### src/include/icu_consts.svh
// Register offsets, field positions, reset values of the interrupt control unit
`ifndef ICU_CONSTS_SVH
`define ICU_CONSTS_SVH
// ----------------------------------------
// Register byte offsets
// ----------------------------------------
`define ICU_OFF_NMI_STAT 8'h00
`define ICU_OFF_NMI_CTRL 8'h04
`define ICU_OFF_VECTOR 8'h08
`define ICU_OFF_MASK_LO 8'h0c
`define ICU_OFF_MASK_HI 8'h10
`define ICU_OFF_LEVEL_LO 8'h14
`define ICU_OFF_LEVEL_HI 8'h18
`define ICU_OFF_DEBUG 8'h1c
// ----------------------------------------
// Field positions
// ----------------------------------------
`define ICU_BIT_EXT 0
`define ICU_BIT_EN 0
`define ICU_BIT_PIN 1
`define ICU_BIT_LOCK 2
`define ICU_BIT_TEST 3
// ----------------------------------------
// Reset values and encodings
// ----------------------------------------
`define ICU_MASK_RST 16'hffff
`define ICU_DBG_RST 6'h00
`define ICU_VEC_BASE 6'h10
`define ICU_VEC_NONE 6'h00
`endif

### src/include/icu_pkg.sv
// Types shared by the interrupt control unit
`default_nettype none
package icu_pkg;
  // All registered state of the top module
  typedef struct packed {
    logic pend;
    logic en;
    logic lock;
    logic test;
    logic prev;
    logic trap;
    logic irq;
    logic [31:0] mask;
    logic [5:0] vec;
    logic [5:0] dbg_rd;
    logic [5:0] dbg_req;
    logic [31:0] rdata;
    logic slverr;
  } icu_state_type;
endpackage
`default_nettype wire

### src/rtl/icu_prio.sv
// Priority encoder: highest-numbered active request wins
`timescale 1ns/1ns
`default_nettype none
module icu_prio (
  input wire logic [31:0] req_vec,
  output logic found,
  output logic [4:0] win
);
  // Ascending scan so the last hit is the highest number
  always_comb begin
    found = 1'b0;
    win = 5'h00;
    for (int i = 0; i < 32; i++) begin
      if (req_vec[i]) begin
        found = 1'b1;
        win = 5'(i);
      end
    end
  end
endmodule // icu_prio
`default_nettype wire

### src/rtl/icu_sync2.sv
// Two-flop synchroniser for an asynchronous pin
`timescale 1ns/1ns
`default_nettype none
module icu_sync2 (
  input wire logic pclk,
  input wire logic presetn,
  input wire logic din,
  output logic dout
);
  logic [1:0] sync_r;
  // First stage feeds only the second stage
  always_ff @(posedge pclk or negedge presetn) begin
    if (!presetn) begin
      sync_r <= 2'h3;
    end else begin
      sync_r <= {sync_r[0], din};
    end
  end
  assign dout = sync_r[1];
endmodule // icu_sync2
`default_nettype wire

### src/rtl/icu_top.sv
// Interrupt control unit: NMI pin handling and 32-source maskable encoder
//
// Behaviour
// [RULE_01] Pending status clears at reset and on every software read.
// [RULE_02] External flag bit 0 sets when a pin request occurs.
// [RULE_03] One-shot enable lets a falling edge trap; each trap clears it.
// [RULE_04] Lock enable traps on every falling edge, even during service.
// [RULE_05] Lock overrides one-shot enable; both clear means no traps.
// [RULE_06] Reset clears one-shot enable, lock enable and test bit.
// [RULE_07] Control bit 1 reads pin level uninverted; writes ignored.
// [RULE_08] Software writes zero into reserved control bits.
// [RULE_09] Vector register holds 6-bit winner code; bits 7 and 6 read zero.
// [RULE_10] Hardware updates the vector whenever the winner changes.
// [RULE_11] Vector is valid when the core reads it during acknowledge.
// [RULE_12] Higher request number has higher priority.
// [RULE_13] Low mask enables requests 0 to 15, resets to all ones.
// [RULE_14] High mask enables requests 16 to 31, resets to all ones.
// [RULE_15] Two read-only level registers show raw request inputs.
// [RULE_16] Debug keeps vector at last vector read and at request send.
// [RULE_17] Software changes request sources only with interrupts disabled.
// [RULE_18] Software waits one instruction after clearing before re-enabling.
// [RULE_19] Lock enable stays set until reset; writes cannot clear it.
// [RULE_20] Maskable requests are level sensitive.
// [RULE_21] Request 0 is reserved and not connected.
// [RULE_22] NMI pin is synchronised before edge detection.
// [RULE_23] Vector code is winning request number plus sixteen.
// [RULE_24] Request to core whenever an input is active and enabled.
// [RULE_25] Enabled falling edge raises trap and sets pending flag.
//
// Chosen here: the placing of the registers and the APB register port.
`timescale 1ns/1ns
`default_nettype none
`include "icu_consts.svh"
module icu_top
  import icu_pkg::*;
(
  input wire logic pclk,
  input wire logic presetn,
  input wire logic psel,
  input wire logic penable,
  input wire logic pwrite,
  input wire logic [7:0] paddr,
  input wire logic [31:0] pwdata,
  output logic [31:0] prdata,
  output logic pready,
  output logic pslverr,
  input wire logic nmi_pin_n,
  input wire logic [31:0] irq_req,
  input wire logic ack_read,
  output logic nmi_trap,
  output logic irq_out,
  output logic [5:0] irq_vector
);

  // ----------------------------------------
  // State and nets
  // ----------------------------------------
  icu_state_type s_r;
  icu_state_type s_nxt;
  logic nmi_s;
  logic fall;
  logic trap_ok;
  logic setup;
  logic wr;
  logic rd;
  logic found;
  logic [4:0] win;
  logic [31:0] req_lvl;
  logic [31:0] req_eff;
  logic [31:0] rd_val;
  logic mapped;

  // ----------------------------------------
  // Pin synchroniser and priority encoder
  // ----------------------------------------
  // Pin is asynchronous; two flops before the edge detector
  icu_sync2 u_sync ( // RULE_22
    .pclk(pclk),
    .presetn(presetn),
    .din(nmi_pin_n),
    .dout(nmi_s)
  );

  // Request 0 tied off; levels pass straight, no latching
  assign req_lvl = {irq_req[31:1], 1'b0}; // RULE_21 RULE_20
  assign req_eff = req_lvl & s_r.mask; // RULE_13 RULE_14

  icu_prio u_prio ( // RULE_12
    .req_vec(req_eff),
    .found(found),
    .win(win)
  );

  // ----------------------------------------
  // Bus phase decode and edge detect
  // ----------------------------------------
  assign setup = psel & ~penable;
  assign wr = psel & penable & pwrite;
  assign rd = psel & penable & ~pwrite;
  assign fall = s_r.prev & ~nmi_s;
  // Lock makes the one-shot bit irrelevant
  assign trap_ok = s_r.lock | s_r.en; // RULE_05

  // ----------------------------------------
  // Read multiplexer
  // ----------------------------------------
  // Reserved bits read zero
  always_comb begin
    rd_val = 32'h0000_0000;
    mapped = 1'b1;
    if (paddr == `ICU_OFF_NMI_STAT) begin
      rd_val[`ICU_BIT_EXT] = s_r.pend;
    end else if (paddr == `ICU_OFF_NMI_CTRL) begin
      rd_val[`ICU_BIT_EN] = s_r.en;
      rd_val[`ICU_BIT_PIN] = nmi_s; // RULE_07
      rd_val[`ICU_BIT_LOCK] = s_r.lock;
      rd_val[`ICU_BIT_TEST] = s_r.test;
    end else if (paddr == `ICU_OFF_VECTOR) begin
      rd_val[5:0] = s_r.vec; // RULE_09
    end else if (paddr == `ICU_OFF_MASK_LO) begin
      rd_val[15:0] = s_r.mask[15:0];
    end else if (paddr == `ICU_OFF_MASK_HI) begin
      rd_val[15:0] = s_r.mask[31:16];
    end else if (paddr == `ICU_OFF_LEVEL_LO) begin
      rd_val[15:0] = req_lvl[15:0]; // RULE_15
    end else if (paddr == `ICU_OFF_LEVEL_HI) begin
      rd_val[15:0] = req_lvl[31:16]; // RULE_15
    end else if (paddr == `ICU_OFF_DEBUG) begin
      rd_val[11:0] = {s_r.dbg_req, s_r.dbg_rd}; // RULE_16
    end else begin
      mapped = 1'b0;
    end
  end

  // ----------------------------------------
  // Next-state logic
  // ----------------------------------------
  always_comb begin
    s_nxt = s_r;
    s_nxt.prev = nmi_s;
    // Trap pulse on an enabled falling edge
    s_nxt.trap = fall & trap_ok; // RULE_03 RULE_04 RULE_25
    if (s_nxt.trap) begin
      s_nxt.en = 1'b0; // RULE_03
    end
    // Read clears, but a same-cycle trap still sets the flag
    if (rd && paddr == `ICU_OFF_NMI_STAT) begin
      s_nxt.pend = 1'b0; // RULE_01
    end
    if (s_nxt.trap) begin
      s_nxt.pend = 1'b1; // RULE_02 RULE_25
    end
    // Software write lands after the trap clear, so a rearm is kept
    if (wr) begin
      if (paddr == `ICU_OFF_NMI_CTRL) begin
        s_nxt.en = pwdata[`ICU_BIT_EN];
        s_nxt.lock = s_r.lock | pwdata[`ICU_BIT_LOCK]; // RULE_19
        s_nxt.test = pwdata[`ICU_BIT_TEST];
      end else if (paddr == `ICU_OFF_MASK_LO) begin
        s_nxt.mask[15:0] = pwdata[15:0]; // RULE_13
      end else if (paddr == `ICU_OFF_MASK_HI) begin
        s_nxt.mask[31:16] = pwdata[15:0]; // RULE_14
      end
    end
    // Vector tracks the winner every cycle, one cycle behind
    s_nxt.irq = found; // RULE_24
    s_nxt.vec = found ? 6'(win) + `ICU_VEC_BASE : `ICU_VEC_NONE; // RULE_10 RULE_23
    // Debug captures: vector at its read, and at request send
    if (ack_read || (rd && paddr == `ICU_OFF_VECTOR)) begin
      s_nxt.dbg_rd = s_r.vec; // RULE_16 RULE_11
    end
    if (s_nxt.irq && !s_r.irq) begin
      s_nxt.dbg_req = s_nxt.vec; // RULE_16
    end
    // Read data registered in setup so the access edge sees a flop
    if (setup) begin
      s_nxt.rdata = rd_val;
      s_nxt.slverr = ~mapped;
    end
  end

  // ----------------------------------------
  // State register
  // ----------------------------------------
  always_ff @(posedge pclk or negedge presetn) begin
    if (!presetn) begin
      s_r.pend <= 1'b0; // RULE_01
      s_r.en <= 1'b0; // RULE_06
      s_r.lock <= 1'b0; // RULE_06
      s_r.test <= 1'b0; // RULE_06
      s_r.prev <= 1'b1;
      s_r.trap <= 1'b0;
      s_r.irq <= 1'b0;
      s_r.mask <= {`ICU_MASK_RST, `ICU_MASK_RST}; // RULE_13 RULE_14
      s_r.vec <= `ICU_VEC_NONE;
      s_r.dbg_rd <= `ICU_DBG_RST; // RULE_16
      s_r.dbg_req <= `ICU_DBG_RST;
      s_r.rdata <= 32'h0000_0000;
      s_r.slverr <= 1'b0;
    end else begin
      s_r <= s_nxt;
    end
  end

  // ----------------------------------------
  // Outputs
  // ----------------------------------------
  // Zero wait states; error only shown in the access phase
  assign pready = 1'b1;
  assign pslverr = s_r.slverr & psel & penable;
  assign prdata = s_r.rdata;
  assign nmi_trap = s_r.trap;
  assign irq_out = s_r.irq;
  assign irq_vector = s_r.vec;
endmodule // icu_top
`default_nettype wire

### config.mk
export PLATFORM = sky130hd
export DESIGN_NAME = icu_top
export DESIGN_NICKNAME = d
export VERILOG_FILES = /design/src/include/icu_pkg.sv /design/src/rtl/icu_prio.sv /design/src/rtl/icu_sync2.sv /design/src/rtl/icu_top.sv
export VERILOG_INCLUDE_DIRS = /design/src /design/src/include
export SDC_FILE = /design/constraint.sdc
export NUM_CORES = 1
export LEC_CHECK = 0
export BUFFER_PORTS_ARGS = -buffer_cell sky130_fd_sc_hd__buf_4
export CAP_MARGIN = 15
export CORE_ASPECT_RATIO = 0.75
export CORE_MARGIN = 2
export CORE_UTILIZATION = 25
export DETAILED_ROUTE_END_ITERATION = 10
export PLACE_DENSITY_LB_ADDON = 0.1
export SLEW_MARGIN = 15
export SYNTH_ARGS = -nofsm -noshare
export SYNTH_HDL_FRONTEND = slang
export SYNTH_SLANG_ARGS = --single-unit
### constraint.sdc
create_clock -name pclk -period 2.1 [get_ports pclk]
set_input_delay 0.21 -clock pclk [delete_from_list [all_inputs] [get_ports pclk]]
set_output_delay 0.21 -clock pclk [all_outputs]
set_load 0.05 [all_outputs]
Word-level counts from Yosys, hierarchy flattened
Cells that the tools add are included.
{"block": "totals", "word_cells": 139, "regBits": 76, "out_inout_bits": 42, "inputBits": 79}
{"block": "op_classes", "muxes": 89, "n_reduce_logical": 10, "n_eq_ne": 7, "add_sub_neg": 1, "bitwise": 17}
{"op": "2-to-1 mux 5 bit", "n": 16}
{"op": "2-to-1 mux 16 bit", "n": 3}
{"op": "2-to-1 mux 1 bit", "n": 45}
{"op": "2-to-1 mux 4 bit", "n": 10}
{"op": "2-to-1 mux 12 bit", "n": 3}
{"op": "AND 32 bit", "n": 1}
{"op": "equality test 8 x 5 -> 1 bit, second input constant", "n": 4}
{"op": "2-to-1 mux 3 bit", "n": 6}
{"op": "equality test 8 x 4 -> 1 bit, second input constant", "n": 2}
{"op": "2-to-1 mux 15 bit", "n": 1}
{"op": "2-to-1 mux 6 bit", "n": 2}
{"op": "2-to-1 mux 10 bit", "n": 1}
{"op": "AND 1 bit", "n": 8}
{"op": "equality test 8 x 3 -> 1 bit, second input constant", "n": 1}
{"op": "zero test 8 bit", "n": 1}
{"op": "adder 5 x 5 -> 6 bit, second input constant", "n": 1}
{"op": "NOT 1 bit", "n": 6}
{"op": "2-to-1 mux 2 bit", "n": 2}
{"op": "AND reduction 4 bit", "n": 1}
{"op": "logical AND 1 bit", "n": 3}
{"op": "AND reduction 3 bit", "n": 1}
{"op": "bitwise OR 1 bit", "n": 2}
{"op": "AND reduction 2 bit", "n": 1}
{"op": "nonzero test 2 bit", "n": 1}
{"op": "2 further kinds", "n": 2}

Logic depth before layout (Yosys ltp)
Gate-level depths: netlist of the first run.
{"block": "depth", "depth_word": 34, "depth_mapped": 7, "mapped_depth_nobuf": 5}

By module
From an unflattened synthesis of the first run, not the netlist that was laid out.
{"block": "hier_totals", "hier_cells": 418, "area_unflattened_um2": 4514.3}
{"mod": "icu_top", "instances": 1, "cells_each": 354, "area_per_inst_um2": 4103.9, "seq_area_each_um2": 1893.1}
{"mod": "icu_prio", "instances": 1, "cells_each": 62, "area_per_inst_um2": 357.8, "seq_area_each_um2": 0.0}
{"mod": "icu_sync2", "instances": 1, "cells_each": 2, "area_per_inst_um2": 52.6, "seq_area_each_um2": 52.6}

Worst setup path after synthesis of the first run
Ideal clock, no wire load.
{"block": "synth_timing", "path_type": "input to register", "startpoint": "in paddr[7]", "endpoint": "reg s_r[56] in the netlist's numbering", "setup_ns": 0.082, "path_stages": 6, "path_buffers": 1, "arrival_time_ns": 1.837, "required_ns": 2.018, "slack_ns": 0.181, "path_cell_list": "or4_4 -> or2_4 -> nor3_4 -> nand2_2 -> buf_6 -> mux2_4"}
{"block": "synth_via", "elab_chain_len": 3, "elab_cells_between_ends": 4, "classes_between": "2 x eq/ne; 1 x bitwise; 1 x reduce/logical"}
{"item": "start, declared", "line_no": "icu_top.sv:42", "source": "input wire logic [7:0] paddr,"}
{"item": "equality test 8 x 3 -> 1 bit (no source line)"}
{"item": "NOT 1 bit (no source line)"}
{"item": "AND reduction 3 bit (no source line) *"}
{"item": "end signal, assigned", "line_no": "icu_top.sv:201", "source": "s_r <= s_nxt;"}
{"item": "end, declared", "line_no": "icu_top.sv:58", "source": "icu_state_type s_r;"}
Mark *: on every way between the ends. The rest lies on a longest branch, timed or not.
A chain may end at the register's enable or synchronous reset.

Worst setup path in the final report of the first run
{"block": "layout_timing", "startpoint": "reg s_r[54] in the netlist's numbering", "endpoint": "reg s_r[33] in the netlist's numbering"}
{"block": "layout_via", "elab_chain_len": 32, "elab_cells_between_ends": 62, "classes_between": "1 x add/sub; 59 x mux; 1 x bitwise; 1 x reduce/logical"}
{"item": "AND 32 bit *", "line_no": "icu_top.sv:86", "source": "assign req_eff = req_lvl & s_r.mask;"}
{"item": "2-to-1 mux 2 bit", "line_no": "icu_prio.sv:14", "source": "if (req_vec[i]) begin"}
{"item": "2-to-1 mux 3 bit (4 in series)", "line_no": "icu_prio.sv:14"}
{"item": "2-to-1 mux 4 bit (8 in series)", "line_no": "icu_prio.sv:14"}
{"item": "2-to-1 mux 5 bit (16 in series)", "line_no": "icu_prio.sv:14"}
{"item": "adder 5 x 5 -> 6 bit (no source line)"}
{"item": "2-to-1 mux 6 bit (no source line)"}
Marks and branches as above.

==> summary.txt, run 1 <==
Detailed routing
  • Via density: 4.72
  • Routed WL: 15500 um
  • 1st-pass router iterations: 5
  • Vias: 3604
  • DR DRC count: 0
  • Number of routed nets with antenna violations: 0
  • 1st-iter DRT viols: 250
  • WL per Instance: 20.3 um

Logic synthesis
  • Compound-gate portion of the synthesized area: 19.3%
  • Mux contribution to synthesized area: 15.5%
  • Synth Cell Area: 4440 um^2
  • Post-Synth XOR/XNOR Area: 0%
  • Predominant post-synthesis flop cell: dfrtp_1
  • Number of synthesized flops with an enable pin: 0
  • Fraction of the mapped netlist area in adder cells: 0%
  • Post-Synth Simple-Gate Area: 12.2%
  • Largest family of logic cells by synthesized area: compound AO/OA/AOI/OAI gates
  • Post-synthesis cell type count: 58
  • Mapped Cells: 431
  • Post-synth ARST share: 100%
  • Ys Warns: 0
  • Post-synthesis sequential area ratio: 43.8%
  • Syn Area/Cell: 10.3 um^2
  • #FFs+latches synth: 76

Clocking
  • Clock Tree Buf Depth: 2
  • Clock sink total: 76
  • Clock tree root buffer cell: clkbuf_16
  • CTS tree: yes
  • Post-CTS sizing: 0
  • H-tree levels: 3
  • CTS clk-pin slew, worst paths: 0.06 ns
  • TritonCTS Buffers: 9
  • Worst-Skew Late Latency: 0.35 ns

STA
  • Setup TNS: 0 ns
  • Slew headroom: 36.0%
  • RSZ-0062 raised after global routing: no
  • Clk_skew: 0.00880 ns
  • Worst-Margin Slew: 0.955 ns
  • Maximum clock frequency: 549 MHz
  • Final hold vios: 0
  • Final setup vio count: 0
  • Min Tclk post-route: 1.82 ns
  • Tcrit/Tclk final: 86.8%
  • Worst hold margin: 0.0986 ns
  • Slew Limit Fails: 0

Finish
  • Fillers: 1835
  • Ant diodes: 0
  • Syn-to-layout area delta: 27.6%
  • Area taken by flip-flops and latches: 1950 um^2
  • Final cell count without fillers: 763
  • Share of cells above drive strength 1: 42.0%
  • # nets final: 595
  • Footprint of the multi-input gates: 2150 um^2

Worst setup path
  • Worst Setup Path Type: register to register
  • CP required: 2.36 ns
  • CP max FO: 5
  • Arrival @ worst endpoint: 2.08 ns
  • CP endpoint kind: register
  • Critical Path Start Type: register

Worst hold path
  • Hold Crit Class: input pin to register

Power
  • Flop pwr share: 40.7%
  • PD cells: 724 nW/um^2
  • Power share of the clock group: 42.2%
  • Internal power: 2.94 mW
  • Comb power frac: 17.1%
  • Net Sw Power: 1.15 mW
  • Peak supply drop: 0.329 mV
  • Leak: 2.57 nW
  • Switching share of power: 28.2%

Die
  • Die area: 18800 um^2
  • Die Height: 119 um
  • Width of the die: 158 um
  • # rows: 42
  • Core Box Area: 17500 um^2
  • Starting density of the core: 25.4%
  • Ports: 121

Placement
  • Post-placement cell count: 745
  • PortBufs: 86
  • Gpl congestion: 0.856
  • HPWL after DPL: 12200 um

Global route
  • Grt total ovfl: 0
  • Initial antenna violation count: 0
  • Largest net degree at the start of global routing: 36
  • First-pass GRT wire length: 23100 um
  • Number of global-route vias before repair: 3595
  • GRT Total Usage: 17.0%

Run
  • MaxCap Viol Count: 0

Status
  • Status: finished, final reports clean
-- layout make-up --
class | instances | share of cell area, %
Timing Repair Buffer | 115 | 16.0
Clock buffer | 12 | 4.53
Multi-Input combinational cell | 305 | 37.9
Clock inverter | 4 | 1.28
Sequential cell | 76 | 34.4
Tap cell | 242 | 5.35
Inverter | 9 | 0.597
-- sequential cells by signal (all words and copies together), names as in the netlist --
signal         count
u_sync.sync_r      2
nmi_trap           1
irq_vector         6
irq_out            1
s_r               50
prdata            16
-- cell families (layout without fill, tap and decap cells) --
group | count (synthesis) | count (layout)
AO/OA/AOI/OAI | 119 | 119
AND/OR/NAND/NOR | 110 | 110
flip-flops | 76 | 76
buffers and inverters | 65 | 140
multiplexers | 59 | 59
other | 2 | 17
-- stage by stage --
step / cell area, um^2 / total power, mW / utilization, % / setup WS (ns)
finish: 5660 / 4.10 / 32.4 / 0.277
global route: 5660 / 4.29 / 32.4 / 0.193
CTS: 5660 / 4.16 / 32.4 / 0.262
detailed placement: 5310 / 2.39 / 30.4 / -0.102
global placement: 5310 / 2.39 / 30.4 / -0.0515
floorplan: 4490 / 2.10 / - / 0.181
-- power by group through the flow --
stage / combinational, mW / clock [mW] / sequential [mW]
after floorplan: 0.442 / 0 / 1.66
after global placement: 0.699 / 0 / 1.69
after detailed placement: 0.701 / 0 / 1.69
after CTS: 0.707 / 1.79 / 1.66
after global routing: 0.761 / 1.85 / 1.68
final: 0.702 / 1.73 / 1.67
-- synth_stat cells, drive strengths merged, types with 9 or more instances --
cell    count  area, um^2
o21ai      24         120
a21oi      11        55.1
dfrtp      41        1030
dfstp      35         920
mux2i      12         120
a22oi      15         113
buf        46         332
inv         9        33.8
clkbuf     10        37.5
mux2       47         567
nor2       15        56.3
nand3      12        60.1
nand2      52         200
a22o        9        78.8
-- cells in the final DEF (no fill, tap or decap), types with 7 or more instances in the layout --
cell type,instances
nor2_1,15
mux2i_1,12
a22oi_1,15
mux2_4,10
nand3_1,12
dfrtp_1,41
a21oi_1,11
inv_1,9
mux2_2,37
buf_4,110
conb_1,17
nand2b_1,7
o211ai_1,7
dfstp_2,35
clkbuf_16,9
a22o_1,9
o21ai_0,24
o22ai_1,7
nand2_1,50
-- what timing repair did --
action,in CTS,in global routing
hold buffers,2,0
hold endpoints to repair,25,0
buffers inserted,0,0
-- worst max-delay path, stage by stage (launching register included) --
cell and delay (ns):
dfstp_2 0.38, a222oi_1 0.46, nand3_1 0.21, o41ai_1 0.37, buf_4 0.19, nand2_1 0.05
o31ai_1 0.06
-- layer usage --
layer | part of all wire, % | GRT usage (%)
met5 | 0 | 0
met4 | 1.4 | 4.38
met3 | 5.4 | 4.11
met2 | 40 | 22.9
met1 | 53 | 26.6
-- path summary, 6_finish.rpt --
path                                             from                         end  slack, ns  cells past startpoint
setup reg to reg                  s_r[54]$_DFFE_PN1P_         s_r[33]$_DFFE_PN0P_       0.28                      6
setup / recovery                  s_r[54]$_DFFE_PN1P_         s_r[33]$_DFFE_PN0P_       0.28                      6
max in group asynchronous                     presetn         s_r[68]$_DFFE_PN1P_       1.07                      3
min in group asynchronous                     presetn         s_r[42]$_DFFE_PN0P_       0.38                      2
hold / removal                              pwdata[9]         s_r[60]$_DFFE_PN1P_        0.1                      2
hold reg to reg            u_sync.sync_r[0]$_DFF_PN1_  u_sync.sync_r[1]$_DFF_PN1_       0.35                      0
Power figures use the tool's default switching activity.
==> run 2, diff against run 1 <==
--- a/config.mk
+++ b/config.mk
@@ -9,8 +9,8 @@
 export BUFFER_PORTS_ARGS = -buffer_cell sky130_fd_sc_hd__buf_4
 export CAP_MARGIN = 15
 export CORE_ASPECT_RATIO = 0.75
-export CORE_MARGIN = 2
-export CORE_UTILIZATION = 25
+export CORE_MARGIN = 4
+export CORE_UTILIZATION = 48
 export DETAILED_ROUTE_END_ITERATION = 10
 export PLACE_DENSITY_LB_ADDON = 0.1
 export SLEW_MARGIN = 15
==> constraint.sdc (replaced) <==
create_clock -name pclk -period 1.5 [get_ports pclk]
set_input_delay 0.15 -clock pclk [delete_from_list [all_inputs] [get_ports pclk]]
set_output_delay 0.15 -clock pclk [all_outputs]
set_load 0.05 [all_outputs]
==> summary.txt, run 2 (synthesis results as in run 1) <==
Die
  • Starting density of the core: 49.1%
  • Ports: 121
  • Die Height: 91.3 um
  • Width of the die: 119 um
  • Core Box Area: 9050 um^2
  • Die area: 10900 um^2
  • # rows: 30

Detailed routing
  • Via density: 5.59
  • DR DRC count: 0
  • Routed WL: 14900 um
  • 1st-pass router iterations: 5
  • Vias: 4173
  • Number of routed nets with antenna violations: 0
  • Met3 wire len: 1100 um
  • Max Used Layer: met4
  • DR WL met2: 6630 um
  • 1st-iter DRT viols: 408
  • WL met1: 6960 um
  • WL per Instance: 19.9 um

Worst hold path
  • Hold Crit Class: input pin to register

Finish
  • Syn-to-layout area delta: 47.1%
  • Top reg by flops: s_r
  • Most frequent cells in the layout: buf_4, nand2_1, dfrtp_1, mux2_2, dfstp_2
  • Ant diodes: 0
  • # nets final: 692
  • Max FFs per register: 50
  • Leading cell type in the layout, fill and taps excluded: buf_4
  • Share of cells above drive strength 1: 58.9%

Clocking
  • CTS clk-pin slew, worst paths: 0.06 ns
  • H-tree levels: 3
  • Worst-Skew Late Latency: 0.34 ns
  • Clock Tree Buf Depth: 2
  • TritonCTS Buffers: 9
  • Clock sink total: 76
  • Clock tree root buffer cell: clkbuf_16
  • CTS tree: yes

Worst setup path
  • CP delay by family, top: flip-flops
  • CP required: 1.73 ns
  • CP max FO: 2
  • Worst path bufs/invs: 2
  • Worst Setup Path Type: register to register
  • CP endpoint kind: register
  • Crit path top cell by count: buf_4
  • Critical Path, Cell by Cell: a22oi_2 > buf_4 > nand4_1 > buf_4 > nor2_4 > a21oi_2 > mux2_2
  • Arrival @ worst endpoint: 2.00 ns
  • Critical Path Max Stage Delay: 0.54 ns
  • Slowest stage cell on the critical path: dfstp_2
  • Critical Path Start Type: register

Global route
  • Grt total ovfl: 0
  • First-pass GRT wire length: 23200 um
  • Initial antenna violation count: 0
  • Number of global-route vias before repair: 4173
  • GRT Total Usage: 27.6%
  • Largest net degree at the start of global routing: 77

Power
  • Net Sw Power: 1.69 mW
  • Power share of the clock group: 36.5%
  • Leak: 3.09 nW
  • Internal power: 3.88 mW
  • Flop pwr share: 41.9%
  • Switching share of power: 30.3%
  • PD cells: 854 nW/um^2
  • Comb power frac: 21.6%
  • Peak supply drop: 0.760 mV

Status
  • Failing checks: negative setup slack
  • Status: finished, violations left

STA
  • Worst-Margin Slew: 0.537 ns
  • Slew Limit Fails: 0
  • Final setup margin: -0.270 ns
  • Maximum clock frequency: 565 MHz
  • Worst hold margin: 0.0475 ns
  • Min Tclk post-route: 1.77 ns
  • Tcrit/Tclk final: 118%
  • RSZ-0062 raised after global routing: yes
  • Final setup vio count: 35
  • Clk_skew: 0.00334 ns
  • Final hold vios: 0
  • Slew headroom: 64.2%
  • Setup TNS: -3.15 ns

Placement
  • HPWL after DPL: 11300 um
  • PortBufs: 86
  • Gpl congestion: 0.925

Run
  • MaxCap Viol Count: 0
-- run 2: changes by cell type in the layout (fill, tap and decap cells not counted), sizes merged --
cell      before  now
buf          113  208
bufinv         2    0
clkbuf        12   11
clkinv         1    2
clkinvlp       1    4
nand2         52   53
-- run 2: area by class of cell --
class	instances	area, um^2
clock buffer	10	239
clock inverter	6	40.0
fill	668	2520
inverter	9	36.3
multi-input combinational	306	2430
sequential	76	1950
tap	128	160
timing repair buffer	211	1680
-- run 2: worst register-to-register path: stages (launching register included) --
cell	delay (ns)
dfstp_2	0.54
a22oi_2	0.07
buf_4	0.16
nand4_1	0.16
buf_4	0.16
nor2_4	0.05
a21oi_2	0.18
mux2_2	0.34
-- run 2: path summary, 6_finish.rpt --
kind	from	endpoint	slack, ns	depth (start not counted)
worst min-delay path	pwdata[8]	s_r[59]$_DFFE_PN1P_	0.05	2
worst max-delay path	s_r[81]$_DFFE_PN1P_	s_r[36]$_DFFE_PN0P_	-0.27	7
worst max register to register	s_r[81]$_DFFE_PN1P_	s_r[36]$_DFFE_PN0P_	-0.27	7
max in group asynchronous	presetn	s_r[77]$_DFFE_PN1P_	0.76	3
min in group asynchronous	presetn	s_r[0]$_DFFE_PN0P_	0.39	3
worst min register to register	u_sync.sync_r[0]$_DFF_PN1_	u_sync.sync_r[1]$_DFF_PN1_	0.36	0
-- run 2: what timing repair did --
item / CTS / global route
resized for setup: 39 / 34
cloned: 2 / 0
pin swaps: 25 / 24
hold endpoints to repair: 42 / 0
hold buffers: 2 / 0
setup buffers: 5 / 4
setup endpoints to repair: 61 / 65
-- run 2: routing by layer --
metal | track usage, % | vias up
met5 | 0 | -
met4 | 5.98 | 0
met3 | 7.60 | 15
met2 | 40.9 | 183
met1 | 40.4 | 2064
li1 | - | 1911
-- run 2: power by group through the flow --
stage | clock network [mW] | logic (mW) | registers, mW
2_1_floorplan | 0 | 0.632 | 2.32
3_3_place_gp | 0 | 1.09 | 2.35
3_5_place_dp | 0 | 1.11 | 2.35
4_1_cts | 2.06 | 1.15 | 2.32
5_1_grt | 2.16 | 1.29 | 2.35
6_report | 2.03 | 1.21 | 2.33
-- run 2: per-stage QoR --
stage	utilization (%)	total power [mW]	std cells	area, um^2	setup slack [ns]
2_1_floorplan	-	2.95	446	4580	-0.302
3_3_place_gp	65.0	3.43	720	5880	-0.449
3_5_place_dp	65.0	3.46	720	5880	-0.466
4_1_cts	70.7	5.54	745	6400	-0.229
5_1_grt	72.1	5.79	746	6530	-0.349
6_report	72.1	5.57	746	6530	-0.270
==> run 3, diff against run 2 <==
--- a/config.mk
+++ b/config.mk
@@ -16,4 +16,5 @@
 export SLEW_MARGIN = 15
 export SYNTH_ARGS = -nofsm -noshare
 export SYNTH_HDL_FRONTEND = slang
+export SYNTH_HIERARCHICAL = 1
 export SYNTH_SLANG_ARGS = --single-unit
==> summary.txt, run 3 <==
Logic synthesis
  • Synth Cell Area: 4510 um^2
  • Post-synthesis cell type count: 58
  • Mapped Cells: 418
  • Top post-synthesis cells by count: dfrtp_1, buf_4, and2_1
  • Yosys top cell area share: 22.7%
  • Leading area contributor after synthesis: dfrtp_1
  • Syn Area/Cell: 10.8 um^2
  • Number of synthesized flops with an enable pin: 0
  • Post-synth ARST share: 100%
  • Ys Warns: 6
  • #FFs+latches synth: 76
  • Dominant cells by area after synthesis: dfrtp_1, dfstp_2, mux2_2, buf_4, and2_1
  • Post-synthesis sequential area ratio: 43.1%
  • Most common cell in the netlist: dfrtp_1
  • Predominant post-synthesis flop cell: dfrtp_1

Clocking
  • Worst-Skew Late Latency: 0.34 ns
  • Clock tree root buffer cell: clkbuf_16
  • Clock sink total: 76
  • CTS tree: yes
  • H-tree levels: 3
  • CTS clk-pin slew, worst paths: 0.06 ns
  • TritonCTS Buffers: 9
  • Clock Tree Buf Depth: 2

Finish
  • Share of cells above drive strength 1: 53.0%
  • Fin util: 66.7%
  • # nets final: 648
  • Top reg by flops: s_r
  • Leading cell type in the layout, fill and taps excluded: buf_4
  • Design Area, Final: 6090 um^2
  • Max FFs per register: 50
  • Syn-to-layout area delta: 34.9%
  • Most frequent cells in the layout: buf_4, dfrtp_1, mux2_2, dfstp_2, and2_1
  • Ant diodes: 0

Worst setup path
  • Critical Path Max Stage Delay: 0.56 ns
  • CP endpoint kind: register
  • Critical Path Start Type: register
  • Crit path top cell by count: or4_4
  • Worst path bufs/invs: 0
  • Slowest stage cell on the critical path: or4_4
  • Worst Setup Path Type: register to register
  • CP delay by family, top: simple AND/OR/NAND/NOR gates
  • Critical Path, Cell by Cell: and2_4 > or4_4 > or4_4 > nor2b_4 > mux2_2
  • Arrival @ worst endpoint: 2.40 ns
  • CP required: 1.72 ns
  • RR Startpoint: s_r[66]$_DFFE_PN1P_
  • CP max FO: 7
  • Origin of the worst setup path: s_r[66]$_DFFE_PN1P_

Power
  • Leak: 3.02 nW
  • Flop pwr share: 42.8%
  • Internal power: 3.75 mW
  • Peak supply drop: 0.789 mV
  • Net Sw Power: 1.47 mW
  • PD cells: 858 nW/um^2
  • Overall Power: 5.23 mW
  • Power share of the clock group: 39.3%
  • Switching share of power: 28.2%
  • Comb power frac: 17.9%

Status
  • Status: finished, violations left
  • Failing checks: negative setup slack

STA
  • Clk_skew: 0.00561 ns
  • Maximum clock frequency: 459 MHz
  • Final setup margin: -0.680 ns
  • RSZ-0062 raised after global routing: yes
  • Worst hold margin: 0.0301 ns
  • Tcrit/Tclk final: 145%
  • Min Tclk post-route: 2.18 ns
  • Final setup vio count: 13
  • Slew Limit Fails: 0
  • Final hold vios: 0

Worst hold path
  • Hold Crit Class: input pin to register
  • Min-delay src: pwdata[2]

Detailed routing
  • Number of routed nets with antenna violations: 0
  • Routed WL: 12600 um
  • 1st-pass router iterations: 5
  • WL per Instance: 17.9 um
  • 1st-iter DRT viols: 241
  • Via density: 5.30
  • Vias: 3722
  • DR DRC count: 0

Die
  • Core Box Area: 9120 um^2
  • Die area: 11000 um^2
  • Die Height: 92.0 um
  • # rows: 30
  • Ports: 121
  • Starting density of the core: 49.5%
  • Width of the die: 120 um

Global route
  • First-pass GRT wire length: 20100 um
  • Initial antenna violation count: 0
  • GRT Total Usage: 23.3%
  • Number of global-route vias before repair: 3823
  • Grt total ovfl: 0
  • Largest net degree at the start of global routing: 50

Run
  • MaxCap Viol Count: 0

Placement
  • DP Area: 5720 um^2
  • PortBufs: 86
  • HPWL after DPL: 9710 um
  • Gpl congestion: 0.890
-- run 3: changes by cell type in the layout (fill, tap and decap cells not counted), sizes merged, moves of 8 or more --
cell	change
o21ai	-9
nand2	-25
mux4	+8
nor2	+10
nand3	-9
a22o	-8
and2	+35
buf	-30
-- run 3: power by group through the flow --
stage          sequential (mW)  combinational [mW]  clock (mW)
2_1_floorplan             2.25               0.565           0
3_3_place_gp              2.26               0.895           0
3_5_place_dp              2.27               0.906           0
4_1_cts                   2.24               0.934        2.08
5_1_grt                   2.25                1.00        2.18
6_report                  2.24               0.936        2.05
-- run 3: path summary, 6_finish.rpt --
kind	endpoint	slack, ns	depth (start not counted)
worst max register to register	s_r[36]$_DFFE_PN0P_	-0.68	5
min in group asynchronous	prdata[5]$_DFFE_PN0P_	0.31	3
worst min-delay path	s_r[87]$_DFFE_PN0P_	0.03	2
max in group asynchronous	s_r[75]$_DFFE_PN1P_	0.85	3
worst max-delay path	s_r[36]$_DFFE_PN0P_	-0.68	5
worst min register to register	u_sync/sync_r[1]$_DFF_PN1_	0.37	0
-- run 3: metal layers --
| metal | vias to the layer above | global-route usage [%] | part of all wire, % |
|---|---|---|---|
| met2 | 117 | 34.4 | 45 |
| met3 | 16 | 4.93 | 5.5 |
| met4 | 0 | 6.39 | 1.2 |
| met1 | 1840 | 34.5 | 48 |
| met5 | - | 0 | 0 |
| li1 | 1749 | - | - |
-- run 3: kinds of logic after synthesis --
family | share of synthesized area [%]
simple gates | 17.8
mux | 19.0
buf+inv | 9.23
compound gates | 10.6
other cells | 0.166
flops | 43.1
-- run 3: layout make-up --
cell class	count	area (um^2)
Fill cell	753	3030
Clock buffer	11	243
Tap cell	128	160
Clock inverter	5	37.5
Sequential cell	76	1950
Inverter	10	37.5
Timing Repair Buffer	180	1400
Multi-Input combinational cell	292	2270
-- run 3: what timing repair did --
item | CTS | global route
endpoints found under the setup margin | 14 | 14
endpoints found under the hold margin | 58 | 0
pin swaps | 2 | 3
resized for setup | 6 | 4
hold buffers | 2 | 0
buffers inserted | 2 | 1
-- run 3: stage by stage --
stage               TNS (ns)  setup WS [ns]  std cells
floorplan              -6.77         -0.778        434
global placement      -10.23         -0.715        681
detailed placement    -11.11         -0.764        681
CTS                    -7.95         -0.663        701
global route           -8.45         -0.701        702
finish                 -8.17         -0.680        702
